===== config.mk =====
export PLATFORM = sky130hd
export DESIGN_NAME = usp_uart
export DESIGN_NICKNAME = d
export VERILOG_FILES = /design/src/logic/usp_pkg.sv /design/src/logic/usp_rx_queue.sv /design/src/logic/usp_uart.sv
export SDC_FILE = /design/constraint.sdc
export NUM_CORES = 1
export LEC_CHECK = 0
export CAP_MARGIN = 20
export CORE_MARGIN = 4
export CORE_UTILIZATION = 55
export DETAILED_ROUTE_END_ITERATION = 7
export DONT_BUFFER_PORTS = 1
export PLACE_DENSITY = 0.75
export SYNTH_ARGS = -nofsm -noshare
export SYNTH_HDL_FRONTEND = slang
export SYNTH_SLANG_ARGS = --single-unit
export TNS_END_PERCENT = 1

===== constraint.sdc =====
create_clock -name i_core_clk -period 4.15 [get_ports i_core_clk]
set_clock_uncertainty 0.1 [all_clocks]
set_input_delay 1.0375 -clock i_core_clk [delete_from_list [all_inputs] [get_ports i_core_clk]]
set_output_delay 1.0375 -clock i_core_clk [all_outputs]
set_load 0.05 [all_outputs]

===== src/logic/usp_pkg.sv =====
// usp_pkg: register map, field positions, reset values and timing counts
// for the serial port; shared by the port top and its receive queue.
package usp_pkg;
   // register byte offsets (one aligned 32-bit word each)
   localparam logic [7:0] USP_OFS_CTRL = 8'h00;
   localparam logic [7:0] USP_OFS_STAT = 8'h04;
   localparam logic [7:0] USP_OFS_TXDATA = 8'h08;
   localparam logic [7:0] USP_OFS_RXDATA = 8'h0c;
   localparam logic [7:0] USP_OFS_BAUD = 8'h10;
   localparam logic [7:0] USP_OFS_RTSLVL = 8'h14;

   // control fields
   localparam int USP_CTRL_TX_EN = 0;
   localparam int USP_CTRL_RX_EN = 1;
   localparam int USP_CTRL_LOOP = 2;
   localparam int USP_CTRL_CTS_EN = 3;
   localparam int USP_CTRL_STOP2 = 4;
   localparam int USP_CTRL_SLEEP = 5;
   localparam int USP_CTRL_RTS_MAN = 6;
   localparam int USP_CTRL_RTS_MODE = 8;
   localparam int USP_CTRL_W = 10;
   localparam logic [9:0] USP_CTRL_RST = 10'h008;

   // status fields
   localparam int USP_STAT_TX_BUSY = 0;
   localparam int USP_STAT_TX_FULL = 1;
   localparam int USP_STAT_RX_AVAIL = 2;
   localparam int USP_STAT_RX_FULL = 3;
   localparam int USP_STAT_OVERRUN = 4;
   localparam int USP_STAT_FRAME = 5;
   localparam int USP_STAT_ASLEEP = 6;
   localparam int USP_STAT_CTS = 7;
   localparam int USP_STAT_COUNT = 8;

   // request-to-send modes
   localparam logic [1:0] USP_RTS_MANUAL = 2'h0;
   localparam logic [1:0] USP_RTS_TX_AUTO = 2'h1;
   localparam logic [1:0] USP_RTS_RX_LEVEL = 2'h2;

   // timing: 16 ticks per bit; serial clock high in phases 0..7
   localparam logic [3:0] USP_FALL_PHASE = 4'h7;
   localparam logic [3:0] USP_MID_PHASE = 4'h7;
   localparam logic [15:0] USP_BAUD_RST = 16'h0043;
   localparam logic [7:0] USP_RTSLVL_RST = 8'h0c;
endpackage


===== src/logic/usp_rx_queue.sv =====
// usp_rx_queue: receive queue, a first-in first-out store of characters.
// assumes one clock; push is ignored while full, pop ignored while empty.
`timescale 1ns/1ps
module usp_rx_queue import usp_pkg::*; #(
   parameter int WIDTH = 8,
   parameter int DEPTH = 16,
   parameter int AW = 4
) (
   // clock and reset
   input wire logic i_core_clk,
   input wire logic i_rst_b,
   // fill side
   input wire logic i_push,
   input wire logic [WIDTH-1:0] i_push_data,
   output logic o_ready,
   // drain side
   input wire logic i_pop,
   output logic o_valid,
   output logic [WIDTH-1:0] o_data,
   output logic [AW:0] o_count
);
   logic [WIDTH-1:0] mem [DEPTH];
   logic [AW-1:0] wr_ptr_r;
   logic [AW-1:0] rd_ptr_r;
   logic [AW:0] count_r;
   logic do_push;
   logic do_pop;

   assign o_ready = (count_r < (AW+1)'(DEPTH));
   assign o_valid = (count_r != '0);
   assign o_data = mem[rd_ptr_r];
   assign o_count = count_r;
   assign do_push = i_push && o_ready;
   assign do_pop = i_pop && o_valid;

   always_ff @(posedge i_core_clk) begin
      if (do_push) begin
         mem[wr_ptr_r] <= i_push_data;
      end
   end

   always_ff @(posedge i_core_clk or negedge i_rst_b) begin
      if (!i_rst_b) begin
         wr_ptr_r <= '0;
         rd_ptr_r <= '0;
         count_r <= '0;
      end else begin
         if (do_push) begin
            wr_ptr_r <= (wr_ptr_r == AW'(DEPTH - 1)) ? '0 : wr_ptr_r + 1'b1;
         end
         if (do_pop) begin
            rd_ptr_r <= (rd_ptr_r == AW'(DEPTH - 1)) ? '0 : rd_ptr_r + 1'b1;
         end
         if (do_push && !do_pop) begin
            count_r <= count_r + 1'b1;
         end else if (do_pop && !do_push) begin
            count_r <= count_r - 1'b1;
         end
      end
   end
endmodule


===== src/logic/usp_uart.sv =====
// usp_uart: asynchronous serial port with APB registers, transmit holding
// register, receive queue, clear-to-send gating and request-to-send control.
// assumes a 125 MHz core clock; serial pins are asynchronous to it.
//
// Behaviour
// transmit line high when disabled, idle, looped
// transmit LSB first on serial clock fall
// receive assembles bits LSB first
// receive line transition wakes stopped port clock
// clear-to-send grants permission to start sending
// request-to-send driven automatically by hardware
// request-to-send may follow receive queue level
// frame: one low start, high stop bits
`timescale 1ns/1ps
module usp_uart import usp_pkg::*; #(
   parameter int DATA_W = 8,
   parameter int QDEPTH = 16,
   parameter int QAW = 4
) (
   // clock and reset
   input wire logic i_core_clk,
   input wire logic i_rst_b,
   // apb slave
   input wire logic i_psel,
   input wire logic i_penable,
   input wire logic i_pwrite,
   input wire logic [7:0] i_paddr,
   input wire logic [31:0] i_pwdata,
   output logic o_pready,
   output logic o_pslverr,
   output logic [31:0] o_prdata,
   // serial pins
   output logic o_serial_tx_out,
   input wire logic i_serial_rx_in,
   input wire logic i_clear_to_send_in_b,
   output logic o_request_to_send_out_b
);
   typedef enum logic [1:0] {USP_TX_IDLE, USP_TX_START, USP_TX_DATA,
      USP_TX_STOP} usp_tx_state_t;
   typedef enum logic [1:0] {USP_RX_IDLE, USP_RX_START, USP_RX_DATA,
      USP_RX_STOP} usp_rx_state_t;

   logic [USP_CTRL_W-1:0] ctrl_r;
   logic [15:0] baud_r;
   logic [7:0] rtslvl_r;
   logic [15:0] div_cnt_r;
   logic tick;
   logic asleep_r;
   logic overrun_r;
   logic frame_r;
   // bus
   logic acc;
   logic wr_fire;
   logic rd_fire;
   logic mapped;
   logic [31:0] rd_val;
   // transmit
   usp_tx_state_t tx_state_r;
   logic [3:0] tx_phase_r;
   logic [DATA_W-1:0] thr_r;
   logic thr_full_r;
   logic [DATA_W-1:0] tx_shift_r;
   logic [3:0] tx_bit_r;
   logic tx_stop2_r;
   logic tx_line_r;
   logic tx_fall;
   logic cts_ok;
   // receive
   logic [2:0] rx_sync_r;
   logic rx_level_r;
   logic [2:0] cts_sync_r;
   logic cts_level_r;
   logic rx_src;
   logic rx_src_d_r;
   usp_rx_state_t rx_state_r;
   logic [3:0] rx_phase_r;
   logic [DATA_W-1:0] rx_shift_r;
   logic [3:0] rx_bit_r;
   logic rx_push;
   logic q_ready;
   logic q_valid;
   logic [DATA_W-1:0] q_data;
   logic [QAW:0] q_count;
   logic rx_edge;

   // one-wait-state slave answering on the second access cycle; o_pready low
   // during the first lets read data settle from a flop
   assign acc = i_psel && i_penable;
   assign wr_fire = acc && o_pready && i_pwrite;
   assign rd_fire = acc && o_pready && !i_pwrite;
   assign mapped = (i_paddr == USP_OFS_CTRL) || (i_paddr == USP_OFS_STAT) ||
      (i_paddr == USP_OFS_TXDATA) || (i_paddr == USP_OFS_RXDATA) ||
      (i_paddr == USP_OFS_BAUD) || (i_paddr == USP_OFS_RTSLVL);

   always_comb begin
      rd_val = '0;
      case (i_paddr)
         USP_OFS_CTRL: rd_val[USP_CTRL_W-1:0] = ctrl_r;
         USP_OFS_STAT: begin
            rd_val[USP_STAT_TX_BUSY] = (tx_state_r != USP_TX_IDLE);
            rd_val[USP_STAT_TX_FULL] = thr_full_r;
            rd_val[USP_STAT_RX_AVAIL] = q_valid;
            rd_val[USP_STAT_RX_FULL] = !q_ready;
            rd_val[USP_STAT_OVERRUN] = overrun_r;
            rd_val[USP_STAT_FRAME] = frame_r;
            rd_val[USP_STAT_ASLEEP] = asleep_r;
            rd_val[USP_STAT_CTS] = cts_level_r;
            rd_val[USP_STAT_COUNT +: QAW+1] = q_count;
         end
         USP_OFS_RXDATA: rd_val[DATA_W-1:0] = q_data;
         USP_OFS_BAUD: rd_val[15:0] = baud_r;
         USP_OFS_RTSLVL: rd_val[7:0] = rtslvl_r;
         default: rd_val = '0;
      endcase
   end

   always_ff @(posedge i_core_clk or negedge i_rst_b) begin
      if (!i_rst_b) begin
         o_pready <= 1'b0;
         o_pslverr <= 1'b0;
         o_prdata <= '0;
      end else begin
         o_pready <= acc && !o_pready;
         o_pslverr <= acc && !o_pready && !mapped;
         if (acc && !o_pready) begin
            o_prdata <= i_pwrite ? 32'h0000_0000 : rd_val;
         end
      end
   end

   // software registers
   always_ff @(posedge i_core_clk or negedge i_rst_b) begin
      if (!i_rst_b) begin
         ctrl_r <= USP_CTRL_RST;
         baud_r <= USP_BAUD_RST;
         rtslvl_r <= USP_RTSLVL_RST;
      end else if (wr_fire) begin
         if (i_paddr == USP_OFS_CTRL) ctrl_r <= i_pwdata[USP_CTRL_W-1:0];
         if (i_paddr == USP_OFS_BAUD) baud_r <= i_pwdata[15:0];
         if (i_paddr == USP_OFS_RTSLVL) rtslvl_r <= i_pwdata[7:0];
      end
   end

   // sticky errors: write one to clear, a new event wins over the clear
   always_ff @(posedge i_core_clk or negedge i_rst_b) begin
      if (!i_rst_b) begin
         overrun_r <= 1'b0;
         frame_r <= 1'b0;
      end else begin
         if (rx_push && !q_ready) begin
            overrun_r <= 1'b1;
         end else if (wr_fire && i_paddr == USP_OFS_STAT &&
               i_pwdata[USP_STAT_OVERRUN]) begin
            overrun_r <= 1'b0;
         end
         if (rx_state_r == USP_RX_STOP && tick &&
               rx_phase_r == USP_MID_PHASE && !rx_src) begin
            frame_r <= 1'b1;
         end else if (wr_fire && i_paddr == USP_OFS_STAT &&
               i_pwdata[USP_STAT_FRAME]) begin
            frame_r <= 1'b0;
         end
      end
   end

   // pin synchronisers: three flops, level taken once stages 2 and 3 agree
   always_ff @(posedge i_core_clk or negedge i_rst_b) begin
      if (!i_rst_b) begin
         rx_sync_r <= 3'h7;
         rx_level_r <= 1'b1;
         cts_sync_r <= 3'h7;
         cts_level_r <= 1'b0;
      end else begin
         rx_sync_r <= {rx_sync_r[1:0], i_serial_rx_in};
         cts_sync_r <= {cts_sync_r[1:0], i_clear_to_send_in_b};
         if (rx_sync_r[1] == rx_sync_r[2]) rx_level_r <= rx_sync_r[2];
         if (cts_sync_r[1] == cts_sync_r[2]) cts_level_r <= !cts_sync_r[2];
      end
   end

   assign rx_src = ctrl_r[USP_CTRL_LOOP] ? tx_line_r : rx_level_r;
   assign rx_edge = (rx_level_r != rx_src_d_r);

   // power-down: the bit-rate engine halts while asleep
   always_ff @(posedge i_core_clk or negedge i_rst_b) begin
      if (!i_rst_b) begin
         asleep_r <= 1'b0;
         rx_src_d_r <= 1'b1;
      end else begin
         rx_src_d_r <= rx_level_r;
         if (asleep_r && rx_edge) begin
            asleep_r <= 1'b0;
         end else if (wr_fire && i_paddr == USP_OFS_CTRL) begin
            asleep_r <= i_pwdata[USP_CTRL_SLEEP];
         end
      end
   end

   // 16x bit-rate tick; divisor zero treated as one
   assign tick = !asleep_r && (div_cnt_r == '0);
   always_ff @(posedge i_core_clk or negedge i_rst_b) begin
      if (!i_rst_b) begin
         div_cnt_r <= '0;
      end else if (!asleep_r) begin
         div_cnt_r <= (div_cnt_r == '0) ?
            ((baud_r == '0) ? '0 : baud_r - 1'b1) : div_cnt_r - 1'b1;
      end
   end

   // transmit: serial clock is high in phases 0..7, falls entering 8
   assign tx_fall = tick && (tx_phase_r == USP_FALL_PHASE);
   assign cts_ok = !ctrl_r[USP_CTRL_CTS_EN] || cts_level_r;

   always_ff @(posedge i_core_clk or negedge i_rst_b) begin
      if (!i_rst_b) begin
         tx_state_r <= USP_TX_IDLE;
         tx_phase_r <= '0;
         tx_shift_r <= '0;
         tx_bit_r <= '0;
         tx_stop2_r <= 1'b0;
         tx_line_r <= 1'b1;
      end else begin
         if (tick) tx_phase_r <= tx_phase_r + 1'b1;
         if (tx_fall) begin
            case (tx_state_r)
               USP_TX_IDLE: begin
                  tx_line_r <= 1'b1;
                  if (thr_full_r && cts_ok && ctrl_r[USP_CTRL_TX_EN]) begin
                     tx_shift_r <= thr_r;
                     tx_line_r <= 1'b0;
                     tx_state_r <= USP_TX_START;
                  end
               end
               USP_TX_START: begin
                  tx_line_r <= tx_shift_r[0];
                  tx_shift_r <= tx_shift_r >> 1;
                  tx_bit_r <= 4'h1;
                  tx_state_r <= USP_TX_DATA;
               end
               USP_TX_DATA: begin
                  if (tx_bit_r == 4'(DATA_W)) begin
                     tx_line_r <= 1'b1;
                     tx_stop2_r <= ctrl_r[USP_CTRL_STOP2];
                     tx_state_r <= USP_TX_STOP;
                  end else begin
                     tx_line_r <= tx_shift_r[0];
                     tx_shift_r <= tx_shift_r >> 1;
                     tx_bit_r <= tx_bit_r + 1'b1;
                  end
               end
               USP_TX_STOP: begin
                  tx_line_r <= 1'b1;
                  if (tx_stop2_r) tx_stop2_r <= 1'b0;
                  else tx_state_r <= USP_TX_IDLE;
               end
               default: tx_state_r <= USP_TX_IDLE;
            endcase
         end
      end
   end

   // holding register: a write while full is dropped
   always_ff @(posedge i_core_clk or negedge i_rst_b) begin
      if (!i_rst_b) begin
         thr_r <= '0;
         thr_full_r <= 1'b0;
      end else if (tx_fall && tx_state_r == USP_TX_IDLE && thr_full_r &&
            cts_ok && ctrl_r[USP_CTRL_TX_EN]) begin
         thr_full_r <= 1'b0;
      end else if (wr_fire && i_paddr == USP_OFS_TXDATA && !thr_full_r) begin
         thr_r <= i_pwdata[DATA_W-1:0];
         thr_full_r <= 1'b1;
      end
   end

   // receive: start edge re-centres phase, samples taken mid-bit
   assign rx_push = (rx_state_r == USP_RX_STOP) && tick &&
      (rx_phase_r == USP_MID_PHASE) && rx_src;

   always_ff @(posedge i_core_clk or negedge i_rst_b) begin
      if (!i_rst_b) begin
         rx_state_r <= USP_RX_IDLE;
         rx_phase_r <= '0;
         rx_shift_r <= '0;
         rx_bit_r <= '0;
      end else begin
         if (tick) rx_phase_r <= rx_phase_r + 1'b1;
         case (rx_state_r)
            USP_RX_IDLE: begin
               if (ctrl_r[USP_CTRL_RX_EN] && !rx_src && !asleep_r) begin
                  rx_phase_r <= '0;
                  rx_state_r <= USP_RX_START;
               end
            end
            USP_RX_START: begin
               if (tick && rx_phase_r == USP_MID_PHASE) begin
                  // a glitch shorter than half a bit is not a start
                  rx_state_r <= rx_src ? USP_RX_IDLE : USP_RX_DATA;
                  rx_bit_r <= '0;
               end
            end
            USP_RX_DATA: begin
               if (tick && rx_phase_r == USP_MID_PHASE) begin
                  rx_shift_r <= {rx_src, rx_shift_r[DATA_W-1:1]};
                  rx_bit_r <= rx_bit_r + 1'b1;
                  if (rx_bit_r == 4'(DATA_W - 1)) rx_state_r <= USP_RX_STOP;
               end
            end
            USP_RX_STOP: begin
               if (tick && rx_phase_r == USP_MID_PHASE) begin
                  rx_state_r <= USP_RX_IDLE;
               end
            end
            default: rx_state_r <= USP_RX_IDLE;
         endcase
      end
   end

   usp_rx_queue #(
      .WIDTH(DATA_W),
      .DEPTH(QDEPTH),
      .AW(QAW)
   ) u_receive_queue (
      .i_core_clk(i_core_clk),
      .i_rst_b(i_rst_b),
      .i_push(rx_push),
      .i_push_data(rx_shift_r),
      .o_ready(q_ready),
      .i_pop(rd_fire && i_paddr == USP_OFS_RXDATA),
      .o_valid(q_valid),
      .o_data(q_data),
      .o_count(q_count)
   );

   // pins; loopback keeps the line at mark while the receiver hears tx
   always_ff @(posedge i_core_clk or negedge i_rst_b) begin
      if (!i_rst_b) begin
         o_serial_tx_out <= 1'b1;
         o_request_to_send_out_b <= 1'b1;
      end else begin
         o_serial_tx_out <= (ctrl_r[USP_CTRL_LOOP] ||
            !ctrl_r[USP_CTRL_TX_EN]) ? 1'b1 : tx_line_r;
         case (ctrl_r[USP_CTRL_RTS_MODE +: 2])
            USP_RTS_TX_AUTO: o_request_to_send_out_b <=
               !(thr_full_r || tx_state_r != USP_TX_IDLE);
            USP_RTS_RX_LEVEL: o_request_to_send_out_b <=
               !({{(7-QAW){1'b0}}, q_count} < rtslvl_r);
            default: o_request_to_send_out_b <= !ctrl_r[USP_CTRL_RTS_MAN];
         endcase
      end
   end
endmodule


; ---- Word level (Yosys, flattened, before mapping)
; Memory sizes are Yosys's and may differ from the RTL's.
; Cells that the tools add are included.
[op_classes]
addsub = 10
n_mul = 0
div_mod_pow = 0
magnitude_cmp = 2
eq_ne = 31
shift = 0
muxes = 51
n_bitwise = 1
reduce_logical = 84
[op_table]
columns = operator, n
row1 = two-way mux 16 bit, 3
row2 = case mux 8 bit (5 select lines), 1
row3 = logical AND 1 bit, 34
row4 = zero test 16 bit, 2
row5 = two-way mux 4 bit, 8
row6 = subtractor 16 x 1 -> 16 bit (second input constant), 2
row7 = adder 4 x 1 -> 4 bit (second input constant), 6
row8 = case mux 8 bit (3 select lines), 1
row9 = two-way mux 2 bit, 9
row10 = nonzero test 2 bit, 9
row11 = == test 8 x 4 -> 1 bit (second input constant), 2
row12 = == test 8 x 5 -> 1 bit (second input constant), 2
row13 = two-way mux 8 bit, 2
row14 = != test 2 bit (second input constant), 8
row15 = case mux 2 bit (4 select lines), 2
row16 = case mux 4 bit (2 select lines), 2
row17 = zero test 1 bit, 15
row18 = two-way mux 1 bit, 15
row19 = == test 4 x 3 -> 1 bit (second input constant), 3
row20 = == test 4 bit (second input constant), 3
row21 = == test 2 bit (second input constant), 5
row22 = two-way mux 5 bit, 2
row23 = AND reduction 2 bit, 5
row24 = AND reduction 3 bit, 3
row25 = 22 further kinds, 35
[totals]
ff_bits = 158
latchBits = 0
ram_bits = 128
mem_bits_ro = 0
in_bits = 47
output_inout_bits = 36
wordCells = 212
memories = 1
[mem_list]
columns = memory, words, word_bits, rd, rd_clocked_by_memory_dff, wr, line
row1 = u_receive_queue.mem, 16, 8, 1, 0, 1, usp_rx_queue.sv:22  ; logic [WIDTH-1:0] mem [DEPTH];

; ---- Depth between registers and ports, before layout
[logic_depth]
depth_word = 10
ltp_mapped = 14
ltp_nobuf = 13

; ---- Cells and area by module
; Synthesis repeated with hierarchy kept, for this count alone.
[unflattened]
cells_unflattened = 983
area_unflattened_um2 = 12771.0
[modules_own_cells]
columns = module, instances, cells_per_inst, area_each_um2
row1 = usp_uart, 1, 660, 6874.1
row2 = usp_rx_queue, 1, 323, 5896.9

; ---- Worst setup path after synthesis
; Ideal clock, no wire load.
[synth_timing]
kind = input to register
startpoint = input port i_paddr[1]
endpoint = register u_receive_queue.count_r[4], in the netlist u_receive_queue.o_count[4]
setup_time_ns = 0.127
t_arrival_ns = 3.634
required_ns = 3.923
path_slack_ns = 0.288
path_stages = 12
n_path_buf = 0
path_cell_list = or4_4 > nor2_2 > nand4b_1 > or3b_2 > ha_1 > inv_1 > ha_1 > a21o_1 > a21oi_1 > xnor2_1 > nor2_1 > xor2_1
[synth_between]
elab_chain_cells = 6
[synth_lines]
columns = item, line
row1 = "start, declared", usp_uart.sv:27  ; input wire logic [7:0] i_paddr,
row2 = == test 8 x 4 -> 1 bit *, usp_uart.sv:329  ; .i_pop(rd_fire && i_paddr == USP_OFS_RXDATA),
row3 = logical AND 1 bit *, usp_uart.sv:329
row4 = logical AND 1 bit *, usp_rx_queue.sv:34  ; assign do_pop = i_pop && o_valid;
row5 = zero test 1 bit, usp_rx_queue.sv:54  ; if (do_push && !do_pop) begin
row6 = logical AND 1 bit, usp_rx_queue.sv:54
row7 = two-way mux 5 bit / nonzero test 2 bit (equally long branches), --
row8 = "end signal, assigned", usp_rx_queue.sv:55  ; count_r <= count_r + 1'b1;
row9 = "end signal, assigned", usp_rx_queue.sv:57  ; count_r <= count_r - 1'b1;
row10 = "end, declared", usp_rx_queue.sv:25  ; logic [AW:0] count_r;
; Every way passes the cells marked *; elsewhere a longest branch is shown, timed or not.
; A chain may end at the register's enable or synchronous reset.

; ---- Worst setup path after layout
; Ends and elaborated chain as after synthesis.

==> flow_summary.toml <==
[synth]
synth_xor_area_share_pct = 1.751
yosys_warnings = 0
yosysTopAreaCell = "edfxtp_1"
synth_top_family_by_area = "multiplexers"
synth_edf_count = 128
syn_area_mm2 = 0.01250
synth_compound_area_share_pct = 7.895
synth.distinct_cells = 74
synth.most_common_cell = "edfxtp_1"
ys_seq_area_share_pct = 59.33
synth_adder_area_share_pct = 3.042
yosys.area.top_type_share_pct = 30.74
synth_area_per_cell_um2 = 13.47
syn-instance-count = 928
ys_seq_elements = 270
synth_flop_cell = "edfxtp_1"
synthMuxAreaShare_pct = 14.00
synth_common_cells = "128 x edfxtp_1, 125 x dfrtp_1, 71 x nand2_1, 47 x mux2_2, 46 x nor2_1"
synth_simple_gate_area_share_pct = 10.66
synth_area_leaders = "edfxtp_1 31%, dfrtp_1 25%, mux4_2 7.2%, mux2_2 4.2%, dfstp_2 3.6%"
synthArstFlopShare_pct = 52.59

[grt]
grt_usage_pct = 21.92
antenna_found_initial = 0
grt_pass1_wl_um = 44050
grt_pass1_vias = 7609
gr-total-overflow = 0
grt_max_degree = 143

[place]
dp_hpwl_um = 19000
port_buffers = 0
place_area_mm2 = 0.01273
gp_congestion = 0.8883

[floorplan]
rows = 54
core_area_mm2 = 0.02209
dieWidth_um = 158.8
die_area_mm2 = 0.02521
ioPinCount = 83
start_util_pct = 56.60
die_y_um = 158.8

[critical_path]
path_common_cell = "ha_1"
path_class = "in -> reg"
required_ns = 4.46
worst_setup_path_start_kind = "input port"
critPathMaxFanout = 4
worst_setup_path_end_kind = "flop"
slowest_delay_ns = 0.56
cp_cell_sequence = "or4_4, nor2_2, nand4b_1, or3b_2, ha_1, inv_1, ha_1, a21o_1, a21oi_1, xnor2_1, nor2_1, xor2_1"
slowest_stage = "or4_4"
cp.arrival_ns = 3.69

[drt]
first_pass_iters = 5
drcViolationCount = 0
wirelength_um = 27750
ant_nets = 0
via_count = 7612
drtIter0Drc = 745
wire_per_inst_um = 22.54
viasPerCell = 6.184

[timing]
period_minus_slack_ns = 3.382
tightest_slew_ns = 0.8478
finalMaxSlewViolations = 0
rsz0062_at_grt = "false"
slew_headroom_pct = 43.48
timing.fmax_mhz = 295.7
setup_viol = 0
timing.final.crit_share_pct = 81.49
tns_ns = 0
finalHoldViolCount = 0

[power]
p_per_area_mw_per_mm2 = 432.3
ir_drop_uv = 353.8
power.total_mw = 5.898
p_leak_nw = 5.122

[clocking]
clkSinkCount = 270
postCtsSetupRepairBufs = 0
tritoncts = "yes"
clkTransAtPathRegs_ns = 0.06
ctsResizeCount = 0
ctsRootBufferMaster = "clkbuf_16"
clockBufferDepth = 3
cts_buffers = 27
htreeDepth = 1
insertion_delay_ns = 0.55
hold_buffers = 0

[job]
drv_cap = 0

[layout]
postLayoutCellArea_mm2 = 0.01365
nets = 1006
fin_util_pct = 61.76
nFillCells = 1652
drive_gt1_share_pct = 20.19
syn_to_final_growth_pct = 9.126
diodes = 0

[status]
status = "finished clean"

[min_path]
min_path_type = "in -> async"
## logic make-up (layout without fill, tap and decap cells)
logic type / count (synthesis) / after routing
AOI/OAI and AO/OA: 152 / 152
xor gates and xnor gates: 25 / 25
adders and majority gates: 30 / 30
buffers and inverters: 85 / 93
DFF: 270 / 270
muxes: 114 / 114
other: 1 / 16
and+or+nand+nor: 251 / 251
## worst paths after layout
| kind | start | slack (ns) | end | depth (start not counted) |
|---|---|---|---|---|
| setup / recovery | i_paddr[1] | 0.77 | u_receive_queue.o_count[4] | 12 |
| hold / removal | i_rst_b | 0.09 | tx_phase_r[0] | 0 |
| setup reg to reg | div_cnt_r[9] | 0.87 | u_receive_queue.o_count[4] | 12 |
| hold reg to reg | rx_sync_r[0] | 0.26 | rx_sync_r[1] | 0 |
| max in group asynchronous | i_rst_b | 3.56 | baud_r[0] | 0 |
| min in group i_core_clk | rx_sync_r[0] | 0.26 | rx_sync_r[1] | 0 |
## where the power goes
part           internal [mW]  total [mW]  switching, mW
logic                  0.167       0.388          0.221
registers               2.90        3.02          0.121
clock network           1.48        2.49           1.01
## stage by stage
stage / setup WS (ns) / hold slack (ns) / instances
after global placement: 0.2717 / 0.2467 / 1181
final: 0.7682 / 0.09197 / 1231
after global routing: 0.6317 / 0.06559 / 1231
after CTS: 0.7822 / 0.06252 / 1231
after floorplan: 0.2885 / 0.2452 / 943
after detailed placement: 0.2439 / 0.2484 / 1181
## area by class of cell
type                    count  area [µm²]  share of cell area [%]
clock buffers              36       759.5                   5.566
clock inverters            14       160.2                   1.174
inverters                  26       97.59                  0.7152
multi-input cells         588        4730                   34.66
flip-flops and latches    270        7421                   54.38
well taps                 280       350.3                   2.567
repair buffers             17       127.6                  0.9353
## cell usage in the layout, fill, tap and decap left out, drive strengths merged, types with 16 or more instances in the layout
cell type	count
ha	28
buf	17
nand4	20
clkbuf	36
dfrtp	125
mux2	57
conb	16
dfstp	17
o21ai	43
nand3	21
nand2	73
mux2i	17
nor2	49
nor3	27
inv	26
mux4	40
a21oi	30
edfxtp	128
## metal layers
layer,global-route usage [%],vias to the layer above,wire [µm]
met5,0,-,0
met4,5.720,0,748
met3,4.510,46,1638
met2,37.12,228,14010
met1,29.35,3855,11350
li1,-,3483,-
## registers in the layout (all words and copies together), names as in the netlist, 2 cells and up, named ones only
signal,cells
u_receive_queue.mem,128
baud_r,16
div_cnt_r,16
o_prdata,16
ctrl_r,10
rtslvl_r,8
rx_shift_r,8
thr_r,8
tx_shift_r,8
u_receive_queue.o_count,5
rx_bit_r,4
rx_phase_r,4
tx_bit_r,4
tx_phase_r,4
u_receive_queue.rd_ptr_r,4
u_receive_queue.wr_ptr_r,4
cts_sync_r,3
rx_sync_r,3
tx_state_r,2
## worst max-delay path: cells and delay by family
kind	cells	cell delay (ns)
fa+ha+maj	2	0.53
buf+inv	1	0.14
xor+xnor	2	0.28
simple gates	5	1.34
compound gates	2	0.36
(Power assumes the default switching activity.)
